<file path="src/rtl/aws_pkg.sv">
// Constants, field layouts and types of the automatic wake/sleep rate controller.
package aws_pkg;
  // ==========================================================================
  // Register map
  localparam logic [7:0] ADDR_INACT_DUR  = 8'h29;
  localparam logic [7:0] ADDR_SYS_CTRL1  = 8'h2A;
  localparam logic [7:0] ADDR_SYS_CTRL2  = 8'h2B;
  localparam logic [7:0] ADDR_WAKE_SRC   = 8'h2C;
  localparam logic [7:0] ADDR_INT_EN     = 8'h2D;
  localparam logic [7:0] ADDR_X_MSB      = 8'h01;
  localparam logic [7:0] ADDR_Y_MSB      = 8'h03;
  localparam logic [7:0] ADDR_Z_MSB      = 8'h05;
  localparam logic [7:0] ADDR_STEP_ONE   = 8'h01;
  localparam logic [7:0] ADDR_STEP_FAST  = 8'h02;
  localparam logic [7:0] INACT_DUR_RST   = 8'h00;
  localparam logic [7:0] SYS_CTRL1_RST   = 8'h00;
  localparam logic [7:0] RD_UNMAPPED     = 8'h00;
  // ==========================================================================
  // Field positions
  localparam int SLEEP_EN_BIT  = 2;
  localparam int WAKE_OR_BIT   = 5;
  localparam int WAKE_FM_BIT   = 3;
  localparam int IEN_FM_BIT    = 2;
  localparam int IEN_OR_BIT    = 4;
  localparam int IEN_SLP_BIT   = 7;
  localparam logic [2:0] WAKE_RATE_SLOWEST = 3'h7;
  // ==========================================================================
  // Timing
  localparam int CLK_PERIOD_PS  = 8000;
  localparam int BASE_TICK_PS   = 1250000000;
  localparam int BASE_TICK_CYC  = BASE_TICK_PS / CLK_PERIOD_PS;
  localparam int STEP_MS        = 320;
  localparam int STEP_SLOW_MS   = 640;
  localparam int BASE_TICK_US   = 1250;
  localparam logic [9:0] STEP_BASE      = 10'(STEP_MS * 1000 / BASE_TICK_US);
  localparam logic [9:0] STEP_SLOW_BASE = 10'(STEP_SLOW_MS * 1000 / BASE_TICK_US);
  // Log2 of base ticks per sample for wake codes 0..7 and sleep codes 0..3.
  localparam logic [3:0] WAKE_LOG2 [8] = '{4'h0, 4'h1, 4'h2, 4'h3, 4'h4, 4'h6, 4'h7, 4'h9};
  localparam logic [3:0] SLP_LOG2  [4] = '{4'h4, 4'h6, 4'h7, 4'h9};
  // ==========================================================================
  // Types
  typedef struct packed {
    logic [1:0] sleep_rate_sel;
    logic [2:0] wake_rate_sel;
    logic       zero;
    logic       fast_read;
    logic       active;
  } aws_ctrl1_t;

  typedef enum logic [2:0] {
    ST_STANDBY = 3'h1,
    ST_WAKE    = 3'h2,
    ST_SLEEP   = 3'h4
  } aws_state_t;
endpackage : aws_pkg

</file>
<file path="src/rtl/aws_ctrl.sv">
// Automatic wake/sleep controller with the system control register.
//
// How it works
// - Eight-bit inactivity duration, reset to zero.
// - Count step 320 ms, 640 ms at slowest.
// - Orientation or motion restarts timer and wakes.
// - Sleep and sample-ready events change nothing.
// - Wake needs interrupt enable and wake selection.
// - Asleep, detectors run at the sleep rate.
// - Without auto-sleep, never enter sleep.
// - Every wake/sleep transition raises enabled interrupt.
// - Control layout: sleep, wake, zero, fast, active.
// - Sleep rate codes 50/12.5/6.25/1.56 Hz, override.
// - Wake rate codes 800 down to 1.56 Hz.
// - Active bit zero means standby, default.
// - Fast read skips low bytes on auto-increment.
// - Auto wake/sleep works only with enable set.
// - Unselected motion source is bypassed while asleep.
`timescale 1ns/1ps
module aws_ctrl #(
  parameter int BASE_TICK_CYCLES = aws_pkg::BASE_TICK_CYC
) (
  input  wire logic       SYS_CLK,
  input  wire logic       RST_N,
  input  wire logic       REG_WR_EN,
  input  wire logic       REG_RD_EN,
  input  wire logic [7:0] REG_ADDR,
  input  wire logic [7:0] REG_WDATA,
  input  wire logic       ORIENT_EVT,
  input  wire logic       FFMT_EVT,
  output logic      [7:0] REG_RDATA,
  output logic      [7:0] REG_NEXT_ADDR,
  output logic            SAMPLE_TICK,
  output logic      [3:0] RATE_LOG2,
  output logic            ASLEEP,
  output logic            RUNNING,
  output logic            FAST_READ,
  output logic            SLEEP_IRQ
);
  // ==========================================================================
  // Registers
  aws_pkg::aws_ctrl1_t ctrl_q;
  aws_pkg::aws_state_t state_q, state_d;
  logic [7:0]  dur_q, inact_q, wsrc_q, ien_q, rdata_q, naddr_q;
  logic        sleep_en_q, tick_q, asleep_q, run_q, fast_q, irq_q;
  logic [3:0]  rate_q;
  logic [17:0] div_q;
  logic [8:0]  base_cnt_q;
  logic [9:0]  step_q;

  wire wr_dur   = REG_WR_EN && (REG_ADDR == aws_pkg::ADDR_INACT_DUR);
  wire wr_ctrl1 = REG_WR_EN && (REG_ADDR == aws_pkg::ADDR_SYS_CTRL1);
  wire wr_ctrl2 = REG_WR_EN && (REG_ADDR == aws_pkg::ADDR_SYS_CTRL2);
  wire wr_wsrc  = REG_WR_EN && (REG_ADDR == aws_pkg::ADDR_WAKE_SRC);
  wire wr_ien   = REG_WR_EN && (REG_ADDR == aws_pkg::ADDR_INT_EN);
  // Fields other than the active bit are frozen while running, so a host slip cannot retune a live rate.
  wire standby  = !ctrl_q.active;
  aws_pkg::aws_ctrl1_t ctrl_wr;
  assign ctrl_wr = standby ? aws_pkg::aws_ctrl1_t'(REG_WDATA) : ctrl_q;
  always_ff @(posedge SYS_CLK or negedge RST_N) begin
    if (!RST_N) begin
      ctrl_q <= aws_pkg::aws_ctrl1_t'(aws_pkg::SYS_CTRL1_RST);
      dur_q  <= aws_pkg::INACT_DUR_RST;
      sleep_en_q <= 1'h0;
      wsrc_q <= 8'h00;
      ien_q  <= 8'h00;
    end else begin
      if (wr_ctrl1) begin
        ctrl_q        <= ctrl_wr;
        ctrl_q.zero   <= 1'h0;
        ctrl_q.active <= REG_WDATA[0];
      end
      if (wr_dur)   dur_q  <= REG_WDATA;
      if (wr_ctrl2) sleep_en_q <= REG_WDATA[aws_pkg::SLEEP_EN_BIT];
      if (wr_wsrc)  wsrc_q <= REG_WDATA;
      if (wr_ien)   ien_q  <= REG_WDATA;
    end
  end

  // ==========================================================================
  // Read path and auto-increment pointer
  logic [7:0] rd_mux;
  assign rd_mux = (REG_ADDR == aws_pkg::ADDR_INACT_DUR) ? dur_q :
                  (REG_ADDR == aws_pkg::ADDR_SYS_CTRL1) ? 8'(ctrl_q) :
                  (REG_ADDR == aws_pkg::ADDR_SYS_CTRL2) ? 8'(sleep_en_q) << aws_pkg::SLEEP_EN_BIT :
                  (REG_ADDR == aws_pkg::ADDR_WAKE_SRC)  ? wsrc_q :
                  (REG_ADDR == aws_pkg::ADDR_INT_EN)    ? ien_q : aws_pkg::RD_UNMAPPED;
  wire msb_xy = (REG_ADDR == aws_pkg::ADDR_X_MSB) || (REG_ADDR == aws_pkg::ADDR_Y_MSB);
  // The last axis wraps to the first in fast read; its low byte is never visited.
  wire [7:0] next_addr = (ctrl_q.fast_read && msb_xy) ? REG_ADDR + aws_pkg::ADDR_STEP_FAST :
                         (ctrl_q.fast_read && REG_ADDR == aws_pkg::ADDR_Z_MSB) ? aws_pkg::ADDR_X_MSB :
                         REG_ADDR + aws_pkg::ADDR_STEP_ONE;
  always_ff @(posedge SYS_CLK or negedge RST_N) begin
    if (!RST_N) begin
      rdata_q <= 8'h00;
      naddr_q <= 8'h00;
    end else if (REG_RD_EN) begin
      rdata_q <= rd_mux;
      naddr_q <= next_addr;
    end
  end

  // ==========================================================================
  // Rate base: one tick per 1.25 ms, then binary division to the selected rate
  wire base_tick = (div_q == 18'(BASE_TICK_CYCLES - 1));
  wire in_sleep  = (state_q == aws_pkg::ST_SLEEP);
  wire in_wake   = (state_q == aws_pkg::ST_WAKE);
  wire [3:0] eff_log2 = in_sleep ? aws_pkg::SLP_LOG2[ctrl_q.sleep_rate_sel]
                                 : aws_pkg::WAKE_LOG2[ctrl_q.wake_rate_sel];
  wire [8:0] rate_mask = 9'((10'h001 << eff_log2) - 10'h001);
  wire sample_tick = base_tick && ((base_cnt_q & rate_mask) == 9'h000) && !standby;

  // ==========================================================================
  // Activity, wake and inactivity timing
  // The sleep-transition and sample-ready sources are deliberately absent from both terms below.
  wire or_en   = ien_q[aws_pkg::IEN_OR_BIT] && ORIENT_EVT;
  wire fm_en   = ien_q[aws_pkg::IEN_FM_BIT] && FFMT_EVT;
  wire restart = or_en || fm_en;
  wire wake_ev = (or_en && wsrc_q[aws_pkg::WAKE_OR_BIT])
              || (fm_en && wsrc_q[aws_pkg::WAKE_FM_BIT]);
  wire [9:0] step_len = (ctrl_q.wake_rate_sel == aws_pkg::WAKE_RATE_SLOWEST) ? aws_pkg::STEP_SLOW_BASE
                                                                            : aws_pkg::STEP_BASE;
  wire step_done = base_tick && (step_q == step_len - 10'h001);
  wire expired   = (inact_q == dur_q);

  always_comb begin
    state_d = state_q;
    case (state_q)
      aws_pkg::ST_STANDBY: if (ctrl_q.active) state_d = aws_pkg::ST_WAKE;
      aws_pkg::ST_WAKE: begin
        if (!ctrl_q.active) state_d = aws_pkg::ST_STANDBY;
        else if (sleep_en_q && expired && !restart) state_d = aws_pkg::ST_SLEEP;
      end
      aws_pkg::ST_SLEEP: begin
        if (!ctrl_q.active) state_d = aws_pkg::ST_STANDBY;
        else if (wake_ev || !sleep_en_q) state_d = aws_pkg::ST_WAKE;
      end
      default: state_d = aws_pkg::ST_STANDBY;
    endcase
  end
  wire to_wake  = (state_d == aws_pkg::ST_WAKE) && !in_wake;
  wire clr_tmr  = to_wake || (in_wake && restart);
  wire slp_edge = (in_wake && state_d == aws_pkg::ST_SLEEP) || (in_sleep && state_d == aws_pkg::ST_WAKE);

  always_ff @(posedge SYS_CLK or negedge RST_N) begin
    if (!RST_N) begin
      state_q    <= aws_pkg::ST_STANDBY;
      div_q      <= 18'h00000;
      base_cnt_q <= 9'h000;
      step_q     <= 10'h000;
      inact_q    <= 8'h00;
    end else begin
      state_q    <= state_d;
      div_q      <= base_tick ? 18'h00000 : div_q + 18'h00001;
      base_cnt_q <= base_tick ? base_cnt_q + 9'h001 : base_cnt_q;
      if (clr_tmr || !in_wake) begin
        step_q  <= 10'h000;
        inact_q <= 8'h00;
      end else if (step_done) begin
        step_q  <= 10'h000;
        inact_q <= expired ? inact_q : inact_q + 8'h01;
      end else if (base_tick) begin
        step_q  <= step_q + 10'h001;
      end
    end
  end

  // ==========================================================================
  // Registered outputs
  always_ff @(posedge SYS_CLK or negedge RST_N) begin
    if (!RST_N) begin
      tick_q   <= 1'h0;
      rate_q   <= 4'h0;
      asleep_q <= 1'h0;
      run_q    <= 1'h0;
      fast_q   <= 1'h0;
      irq_q    <= 1'h0;
    end else begin
      tick_q   <= sample_tick;
      rate_q   <= eff_log2;
      asleep_q <= state_d == aws_pkg::ST_SLEEP;
      run_q    <= state_d != aws_pkg::ST_STANDBY;
      fast_q   <= ctrl_q.fast_read;
      irq_q    <= slp_edge && ien_q[aws_pkg::IEN_SLP_BIT];
    end
  end
  assign REG_RDATA     = rdata_q;
  assign REG_NEXT_ADDR = naddr_q;
  assign SAMPLE_TICK   = tick_q;
  assign RATE_LOG2     = rate_q;
  assign ASLEEP        = asleep_q;
  assign RUNNING       = run_q;
  assign FAST_READ     = fast_q;
  assign SLEEP_IRQ     = irq_q;
endmodule : aws_ctrl

</file>
<file path="config.mk">
export PLATFORM = sky130hd
export DESIGN_NAME = aws_ctrl
export DESIGN_NICKNAME = d
export VERILOG_FILES = /design/src/rtl/aws_pkg.sv /design/src/rtl/aws_ctrl.sv
export SDC_FILE = /design/constraint.sdc
export NUM_CORES = 1
export LEC_CHECK = 0
export BUFFER_PORTS_ARGS = -buffer_cell sky130_fd_sc_hd__buf_4
export CAP_MARGIN = 20
export CORE_UTILIZATION = 32
export CTS_CLUSTER_DIAMETER = 120
export DETAILED_ROUTE_END_ITERATION = 10
export HOLD_SLACK_MARGIN = 0.1
export PLACE_DENSITY_LB_ADDON = 0.12
export REMOVE_ABC_BUFFERS = 1
export SETUP_SLACK_MARGIN = 0.5
export SYNTH_ARGS = -nofsm -noshare
export SYNTH_HDL_FRONTEND = slang
export SYNTH_SLANG_ARGS = --single-unit
export TNS_END_PERCENT = 50
</file>
<file path="constraint.sdc">
create_clock -name SYS_CLK -period 2.7 [get_ports SYS_CLK]
set_input_delay 0 -clock SYS_CLK [delete_from_list [all_inputs] [get_ports SYS_CLK]]
set_output_delay 0 -clock SYS_CLK [all_outputs]
set_load 0.02 [all_outputs]
</file>
==> impl_results.md, run 1 <==
* Status: complete, no violations
* Multi-input gate area in the final layout at 2780 um2
* Setup crit start kind: register
* Hold_sp: FFMT_EVT
* Via count at 4263
* RSZ-0062 raised after global routing: yes
* Worst r2r dst: SAMPLE_TICK
* CP max stage cell: dfrtp_1
* First-pass GRT wire length at 21900 um
* Initial antenna violation count at 0
* Chip height at 133 um
* Worst hold path class: in -> reg
* FFs w/ async S/R, synth at 100%
* Syn_area_per_cell at 10.2 um2
* GRT Util Overall at approximately 16%
* Post-Syn Instances at 535
* Starting Density at between 30% and 40%
* Share of layout cells above drive strength 1 at between 20% and 30%
* Number of enable flip-flop cells after synthesis at 0
* CP max FO at 6
* Vias in the first global route at between 4k and 5k
* Synth Warn # at 0
* Final worst-path setup slack at 0.396 ns
* Final Hold Viols at 0
* FF-to-FF setup slack at 0.40 ns
* Storage cell area at approximately 2600 um2
* PwrDens at 489 nW/um2
* Worst R2R Start: ctrl_q[3]
* Final GP Congestion at 0.802
* Critical setup path kind: reg -> reg
* Seq/Total Area, Yosys at 48.2%
* Worst-path clk slew at ~0.070 ns
* CP arrival at 2.55 ns
* Post-layout min period at 2.30 ns
* Core area at 16600 um2
* Cts bufs inserted at 9
* Actual slew at the worst max-slew pin at 0.783 ns
* Area delta synth->final at 25.9%
* Fin Setup TNS at 0 ns
* Via/cell ratio at 5.00
* F_max at 0.434 GHz
* Worst vdd ir at 0.305 mV
* Fillers at 1626
* Cell taking the most area after synthesis: dfrtp_1
* Clk root buf: clkbuf_16
* Post-detail-place hpwl at between 9000 and 10000 um
* Crit path cell chain: ha_2 > nand2b_4 > a21oi_2 > buf_4 > nand2_2 > ha_2 > and3_4 > a211o_1 > a211o_1 > a2111oi_2
* Antenna Nets Post-Route at 0
* Pre-Repair DR Iteration Count at 5
* Pre-CTS setup slack at about 0.074 ns
* Die footprint at 17600 um2
* Synth Cell Area at approximately 5500 um2
* H-tree Lvls at 3
* Slew Limit Headroom at 47.8%
* Distinct cells, synth at 60
* Clock sink count at 105
* #FFs+latches synth at 105
* Total Power at 0.00336 W
* Worst-case clock buffer depth at 2
* Worst Setup End Kind: register
* # rows at 47
* Total congestion overflow at 0
* Area contributors post-synth: dfrtp_1 48%, mux2_2 6.6%, nand2_1 4.1%
* Largest net degree at the start of global routing at 59
* Top_reg_cell synth: dfrtp_1
* Antenna diodes at 0
* Total of max-cap violations at 0
* Hold EP: state_q[2]
* Final setup fails at 0
* Hold path depth at 4
* Insertion delay to the later sink of the worst-skew pair at 0.35 ns
* DRC at 0
* Post-Route WL at about 13000 um
* Leak at 2.96 nW
* Nets at 663
* Path depth of the worst reg2reg path at 10
* Num ports at 47
* CTS tree: done
* Critical path's largest stage delay at ~0.4 ns
* Worst Skew at 0.00664 ns
* PortBufs at 46
* Area share of the largest cell type after synthesis at a little under half
* Avg WL per Cell at approximately 15 um
* Initial DRC Count at 198
* Slew Viols, Final at 0
* Die Width at 133 um
* Critical Path RT at 2.94 ns
* Final Cycle Share at 85.3%
critical path, delay by kind of cell (launching register included):
family	cells	cell delay, ns
AOI/OAI and AO/OA	4	0.88
adders and majority gates	2	0.48
buffers and inverters	1	0.13
DFF	1	0.41
and+or+nand+nor	3	0.28
cell type report:
class | count | area share [%]
repair buffers | 99 | 11.9
inverters | 15 | 0.820
well taps | 220 | 4.01
clock inverters | 6 | 0.965
multi-input cells | 397 | 40.5
flip-flops and latches | 105 | 38.3
clock buffers | 10 | 3.48
per-layer routing:
metal	vias up	track usage, %	routed length (um)
met1	2083	20.7	6360
li1	2113	-	-
met5	-	0	0
met4	0	5.75	195
met3	11	1.95	273
met2	56	25.9	6140
sequential cells by signal, indices dropped and copies added, names as in the netlist, 3 cells and up:
register       count
step_q            10
inact_q            8
dur_q              8
ien_q              8
ctrl_q             7
REG_NEXT_ADDR      8
div_q             18
wsrc_q             8
RATE_LOG2          4
state_q            3
REG_RDATA          8
base_cnt_q         9
power by group:
part	switching (W)	internal, W
combinational	0.000181	0.000161
sequential	0.0000400	0.00162
clock	0.000610	0.000747
stage by stage:
step                      hold slack [ns]  std cells  utilization [%]  instance area (um2)
after floorplan                    -0.296        516                -                 5370
after global placement              0.129        796             36.7                 6110
after detailed placement            0.139        796             36.7                 6110
after CTS                           0.107        850             40.9                 6800
after global routing                0.141        852             41.3                 6870
final                               0.102        852             41.3                 6870
cells in the final DEF, fill, tap and decap left out, types with 4 or more instances in the layout:
master / instances
nor2_1: 46
o22ai_1: 8
buf_4: 72
xnor2_1: 23
dlygate4sd3_1: 24
nand4_1: 16
nor2b_1: 4
a41oi_1: 8
ha_2: 4
a21oi_1: 23
a31oi_1: 4
and4_1: 4
dfrtp_1: 101
o21ai_0: 15
mux2_2: 32
inv_1: 15
nor3_1: 8
nand4b_1: 5
o31ai_1: 4
xor2_1: 21
nand2_1: 57
or3_1: 5
and3_1: 10
clkbuf_16: 9
ha_1: 10
nand3_1: 25
cells by family (layout without fill, tap and decap cells):
kind of cell	Yosys count	in the layout	share of synthesized area, %
adders and majority gates	14	14	3.21
and+or+nand+nor	220	221	22.0
buffers and inverters	34	130	2.66
DFF	105	105	48.2
AOI/OAI and AO/OA	84	84	9.99
xor gates and xnor gates	44	44	7.06
muxes	34	34	6.97
cells in the mapped netlist (2+ instances only):
cell type and n:
a211o_1 2, a211oi_1 2, a21oi_1 26, a311oi_1 2
a31oi_1 4, a41oi_1 8, and2_1 3, and3_1 11
and4_1 4, and4b_1 3, buf_2 5, clkbuf_1 11
dfrtp_1 104, ha_1 14, inv_1 15, mux2_2 32
mux2i_1 2, nand2_1 59, nand2b_1 4, nand3_1 25
nand3b_1 3, nand4_1 16, nand4b_1 5, nor2_1 46
nor2b_1 5, nor3_1 11, nor4_1 3, nor4_4 3
nor4b_1 2, o21ai_0 16, o221ai_1 2, o22ai_1 8
o31ai_1 4, o32ai_1 2, or3_1 5, or4_1 2
xnor2_1 23, xor2_1 21
worst max path at each step:
stage / startpoint / to / cells after the start
floorplan: state_q[2] / SAMPLE_TICK / 8
CTS: ctrl_q[4] / SAMPLE_TICK / 10
detailed placement: ctrl_q[3] / SAMPLE_TICK / 9
global route: ctrl_q[3] / SAMPLE_TICK / 9
finish: ctrl_q[3] / SAMPLE_TICK / 10
global placement: ctrl_q[3] / SAMPLE_TICK / 9
what timing repair did:
item | CTS | global route
endpoints found under the hold margin | 98 | 0
gates resized for setup | 14 | 14
buffers inserted | 13 | 1
pin swaps | 14 | 4
endpoints found under the setup margin | 8 | 22
hold buffers | 24 | 0
cloned | 1 | 1
Note: power is estimated with default switching activity, not from simulation.
==> inputs of run 2 (changes only) <==
--- a/config.mk
+++ b/config.mk
@@ -7,6 +7,7 @@
 export LEC_CHECK = 0
 export BUFFER_PORTS_ARGS = -buffer_cell sky130_fd_sc_hd__buf_4
 export CAP_MARGIN = 20
+export CORE_ASPECT_RATIO = 2
 export CORE_UTILIZATION = 32
 export CTS_CLUSTER_DIAMETER = 120
 export DETAILED_ROUTE_END_ITERATION = 10
==> run 2 against run 1 <==
Against the previous run:
- clock power about the same
- power grew 0.71%
- via count grew 2.7%
- final area rose by 1.1%
- final cell count is 1.2% lower
- flip-flop and latch count is the same
- hold slack better by 0.012 ns
- clock skew rose by 0.0042 ns
- largest cell class unchanged
==> impl_results.md, run 2 (synthesis results as in run 1) <==
* PortBufs at 46
* Commonest non-fill, non-tap cell in the layout: dfrtp_1
* Biggest regs: div_q: 18 flops, step_q: 10 flops, base_cnt_q: 9 flops
* Leak at just over 3 nW
* Initial antenna violation count at 0
* Final setup fails at 0
* Chip height at roughly 190 um
* Total Power at 0.00338 W
* Core area at between 15000 and 20000 um2
* Storage cell area at between 2000 and 3000 um2
* Worst hold path class: in -> reg
* Starting Density at 32.7%
* Slew Limit Headroom at 47.1%
* DRC at 0
* Avg WL per Cell at 17.5 um
* Hold_sp: FFMT_EVT
* Cts bufs inserted at 9
* Worst vdd ir at around 0.3 mV
* Pre-Repair DR Iteration Count at 4
* Vias in the first global route at 4596
* Actual slew at the worst max-slew pin at roughly 0.79 ns
* Setup crit start kind: register
* Largest register FFs at 18
* Die Width at 94.4 um
* Via count at 4378
* CP max stage cell: dfrtp_1
* Status: complete, no violations
* Crit path cell chain: ha_2 > nand2b_4 > a21oi_2 > nand4b_1 > buf_4 > buf_4 > buf_6 > a221o_1 > a211o_1 > a2111oi_2
* Final Cycle Share at 85.4%
* Largest net degree at the start of global routing at 46
* # rows at 67
* Multi-input gate area in the final layout at ~2800 um2
* Fillers at roughly 1.6k
* Num ports at 47
* Share of layout cells above drive strength 1 at 26.0%
* Clock sink count at 105
* Total congestion overflow at 0
* Path depth of the worst reg2reg path at 10
* Die footprint at approximately 18000 um2
* GRT Util Overall at 17.9%
* Critical setup path kind: reg -> reg
* Most frequent CP cell: buf_4
* Post-Route WL at between 10000 and 15000 um
* Total of max-cap violations at 0
* Worst r2r dst: SAMPLE_TICK
* Delay-heaviest family, CP: compound AO/OA/AOI/OAI gates
* Worst-case clock buffer depth at 2
* Antenna Nets Post-Route at 0
* Initial DRC Count at approximately 130
* Nets at around 670
* CP arrival at around 2.6 ns
* Via/cell ratio at 5.20
* Final Hold Viols at 0
* Top reg by flops: div_q
* Hold EP: ASLEEP
* Slew Viols, Final at 0
* Post-detail-place hpwl at 10500 um
* H-tree Lvls at 3
* Clk root buf: clkbuf_16
* Antenna diodes at 0
* F_max at between 0.4 and 0.5 GHz
* CP max FO at 3
* Worst Skew at 0.0108 ns
* Area delta synth->final at 27.2%
* FF-to-FF setup slack at 0.39 ns
* RSZ-0062 raised after global routing: yes
* Fin Setup TNS at 0 ns
* Most frequent cells in the layout: 100 x dfrtp_1, 75 x buf_4, 58 x nand2_1, 46 x nor2_1, 32 x mux2_2
* Insertion delay to the later sink of the worst-skew pair at 0.35 ns
* CTS tree: done
* Final GP Congestion at a little over 0.8
* First-pass GRT wire length at about 24000 um
* WP buf/inv at 3
* Hold path depth at 4
* Critical path's largest stage delay at between 0.4 and 0.5 ns
* Worst-path clk slew at around 0.080 ns
* Critical Path RT at 2.94 ns
* Final worst-path setup slack at 0.394 ns
* PwrDens at around 500 nW/um2
* Worst Setup End Kind: register
* Post-layout min period at 2.31 ns
* Pre-CTS setup slack at 0.174 ns
* Worst R2R Start: ctrl_q[4]
-- run 2: tightest hold or removal path: stages --
cell and delay, ns:
buf_4 0.09, a22oi_1 0.09, nand4_1 0.16, a211oi_1 0.09
-- run 2: report_power, final --
| part | internal, W | switching [W] |
|---|---|---|
| combinational | 0.000161 | 0.000183 |
| sequential | 0.00162 | 0.0000420 |
| clock | 0.000737 | 0.000641 |
| total | 0.00252 | 0.000865 |
-- run 2: cell type report --
class | count | share of cell area (%)
sequential | 105 | 37.9
multi-input combinational | 396 | 40.4
clock inverter | 7 | 1.19
timing repair buffer | 103 | 12.7
inverter | 15 | 0.811
clock buffer | 9 | 3.24
tap | 207 | 3.73
-- run 2: per-stage QoR --
stage / hold slack [ns] / util, % / cell area (um2) / cells
3_3_place_gp: 0.0461 / 36.6 / 6100 / 784
3_5_place_dp: 0.0469 / 36.6 / 6100 / 784
5_1_grt: 0.145 / 41.6 / 6950 / 842
6_report: 0.114 / 41.6 / 6950 / 842
4_1_cts: 0.103 / 40.9 / 6820 / 838
2_1_floorplan: -0.296 / - / 5370 / 516
-- run 2: how the worst max path moves through the flow --
stage	from	slack (ns)	cells after the start	to
detailed placement	ctrl_q[3]	0.17	9	SAMPLE_TICK
global placement	ctrl_q[3]	0.18	9	SAMPLE_TICK
floorplan	state_q[2]	0.09	8	SAMPLE_TICK
finish	ctrl_q[4]	0.39	10	SAMPLE_TICK
CTS	state_q[0]	0.42	7	SAMPLE_TICK
global route	ctrl_q[3]	0.31	10	SAMPLE_TICK
-- run 2: timing repair --
item	4_1_cts	5_1_grt
gates resized for setup	15	18
pin swaps	17	7
setup buffers	14	3
hold buffers	24	0
endpoints found under the setup margin	8	17
endpoints found under the hold margin	85	0
gates cloned	0	1
-- run 2: per-layer routing --
metal  global-route usage [%]  up-vias  wire [um]
li1                         -     2119          -
met1                     19.0     2166       5540
met2                     33.9       69       8580
met3                     2.61       24        319
met4                     6.86        0        328
met5                        0        -          0
==> inputs of run 3 (changes only) <==
--- a/config.mk
+++ b/config.mk
@@ -8,7 +8,7 @@
 export BUFFER_PORTS_ARGS = -buffer_cell sky130_fd_sc_hd__buf_4
 export CAP_MARGIN = 20
 export CORE_ASPECT_RATIO = 2
-export CORE_UTILIZATION = 32
+export CORE_UTILIZATION = 59
 export CTS_CLUSTER_DIAMETER = 120
 export DETAILED_ROUTE_END_ITERATION = 10
 export HOLD_SLACK_MARGIN = 0.1
==> run 3 against run 2 <==
Against the previous run:
- setup slack lost 0.058 ns
- via count grew 2.4%
- first-iteration DRC count grew 43%
- critical path depth shrank 1
- final cell count shrank 13%
- power shrank 2.9%
- count of clock-buffer cells in the layout is the same
- final area shrank 1.7%
- critical endpoint unchanged
- largest power group unchanged
==> impl_results.md, run 3 (synthesis results as in run 1) <==
* F_max at 0.423 GHz
* Slew Limit Headroom at 48.4%
* Die footprint at 9660 um2
* CP max stage cell: dfrtp_1
* Cts bufs inserted at 9
* CP arrival at about 2.6 ns
* Antenna Nets Post-Route at 0
* GRT Util Overall at between 20% and 30%
* Post-detail-place hpwl at 9180 um
* Num ports at 47
* Insertion delay to the later sink of the worst-skew pair at between 0.3 and 0.4 ns
* Chip height at 138 um
* Antenna diodes at 0
* DRC at 0
* Status: complete, no violations
* Leak at 3.01 nW
* Largest register FFs at 18
* Pre-CTS setup slack at a little over 0.1 ns
* Nets at 664
* Total of max-cap violations at 0
* Final hold slack at around 0.26 ns
* Worst Setup End Kind: register
* Die Width at 70.0 um
* Worst vdd ir at ~0.43 mV
* Slew Viols, Final at 0
* Actual slew at the worst max-slew pin at between 0.7 and 0.8 ns
* CP max FO at 4
* First-pass GRT wire length at 21800 um
* Initial antenna violation count at 0
* Largest net degree at the start of global routing at 63
* Vias in the first global route at 4673
* PortBufs at 46
* PwrDens at just under 500 nW/um2
* Total congestion overflow at 0
* Setup crit start kind: register
* Most frequent cells in the layout: 101 x dfrtp_1, 70 x buf_4, 57 x nand2_1, 45 x nor2_1, 32 x mux2_2
* Area delta synth->final at 25.1%
* Worst hold path class: in -> async
* Initial DRC Count at 181
* Starting Density at 60.6%
* RSZ-0062 raised after global routing: yes
* Final GP Congestion at 0.855
* Final setup fails at 0
* Clock sink count at 105
* Pre-Repair DR Iteration Count at 4
* Core Util, Final at 75.8%
* Commonest non-fill, non-tap cell in the layout: dfrtp_1
* Fillers at 619
* Critical path origin: ctrl_q[4]
* Final worst-path setup slack at about 0.34 ns
* Biggest regs: div_q: 18 flops, step_q: 10 flops, base_cnt_q: 9 flops
* Critical Path RT at approximately 3 ns
* Via/cell ratio at roughly 6.1
* Worst-path clk slew at 0.07 ns
* Most frequent CP cell: a211o_1
* Fin Setup TNS at 0 ns
* Share of layout cells above drive strength 1 at 26.1%
* Avg WL per Cell at 18.1 um
* Core area at around 9000 um2
* H-tree Lvls at 3
* Final Hold Viols at 0
* Clk root buf: clkbuf_16
* Worst R2R Start: ctrl_q[4]
* Critical setup path kind: reg -> reg
* Post-layout min period at roughly 2.4 ns
* Crit path cell chain: ha_2 > nand2b_4 > a21oi_2 > nand4b_1 > ha_4 > and3_4 > a211o_1 > a211o_1 > a2111oi_4
* Worst Skew at 0.0105 ns
* CTS tree: done
* # rows at 49
* Via count at 4483
* Top reg by flops: div_q
* Critical path's largest stage delay at around 0.4 ns
* Post-Route WL at between 10000 and 15000 um
* Final Cycle Share at around 88%
* Worst-case clock buffer depth at 2
==> run 3: final timing paths <==
kind | cells after the start | slack [ns] | end
worst max register to register | 9 | 0.34 | SAMPLE_TICK
worst max-delay path | 9 | 0.34 | SAMPLE_TICK
min in group SYS_CLK | 5 | 0.28 | REG_NEXT_ADDR[1]
max in group asynchronous | 3 | 1.73 | ien_q[1]
worst min register to register | 1 | 0.50 | base_cnt_q[8]
worst min-delay path | 2 | 0.26 | div_q[2]
==> run 3: what timing repair did <==
action                                  CTS  global route
endpoints found under the setup margin   10            20
hold buffers                             27             0
resized for setup                        17            21
gates cloned                              0             1
pin swaps                                15            12
buffers inserted                         13             4
hold endpoints to repair                103             0
==> run 3: report_power, final <==
part | leakage, nW | switching (W) | internal, W
Combinational | 1.47 | 0.000183 | 0.000167
Clock | 0.138 | 0.000626 | 0.000647
Sequential | 1.41 | 0.0000412 | 0.00162
Total | 3.01 | 0.000850 | 0.00243
==> run 3: worst max-delay path: cells and delay by family (launching register included) <==
| family | cells | cell delay [ns] |
|---|---|---|
| adders and majority gates | 2 | 0.45 |
| and+or+nand+nor | 3 | 0.53 |
| AOI/OAI and AO/OA | 4 | 0.88 |
| DFF | 1 | 0.40 |
==> run 3: layout make-up <==
cell class	instances	area [um2]	area share (%)
multi-input combinational	396	2840	41.6
sequential	105	2630	38.6
timing repair buffer	101	881	12.9
clock buffer	9	225	3.30
tap	102	128	1.87
clock inverter	7	62.6	0.916
inverter	15	56.3	0.825
==> run 3: per-layer routing <==
metal	wire length, um	vias to the layer above	GRT usage, %
li1	-	2111	-
met1	4880	2233	30.3
met2	7570	103	53.0
met3	361	36	3.79
met4	524	0	15.9
met5	0	-	0
==> run 3: per-stage QoR <==
step           area, um2  std cells  power, W
2_1_floorplan       5370        516   0.00183
3_3_place_gp        5940        674   0.00197
3_5_place_dp        5940        674   0.00198
4_1_cts             6680        730   0.00330
5_1_grt             6830        735   0.00340
6_report            6830        735   0.00328
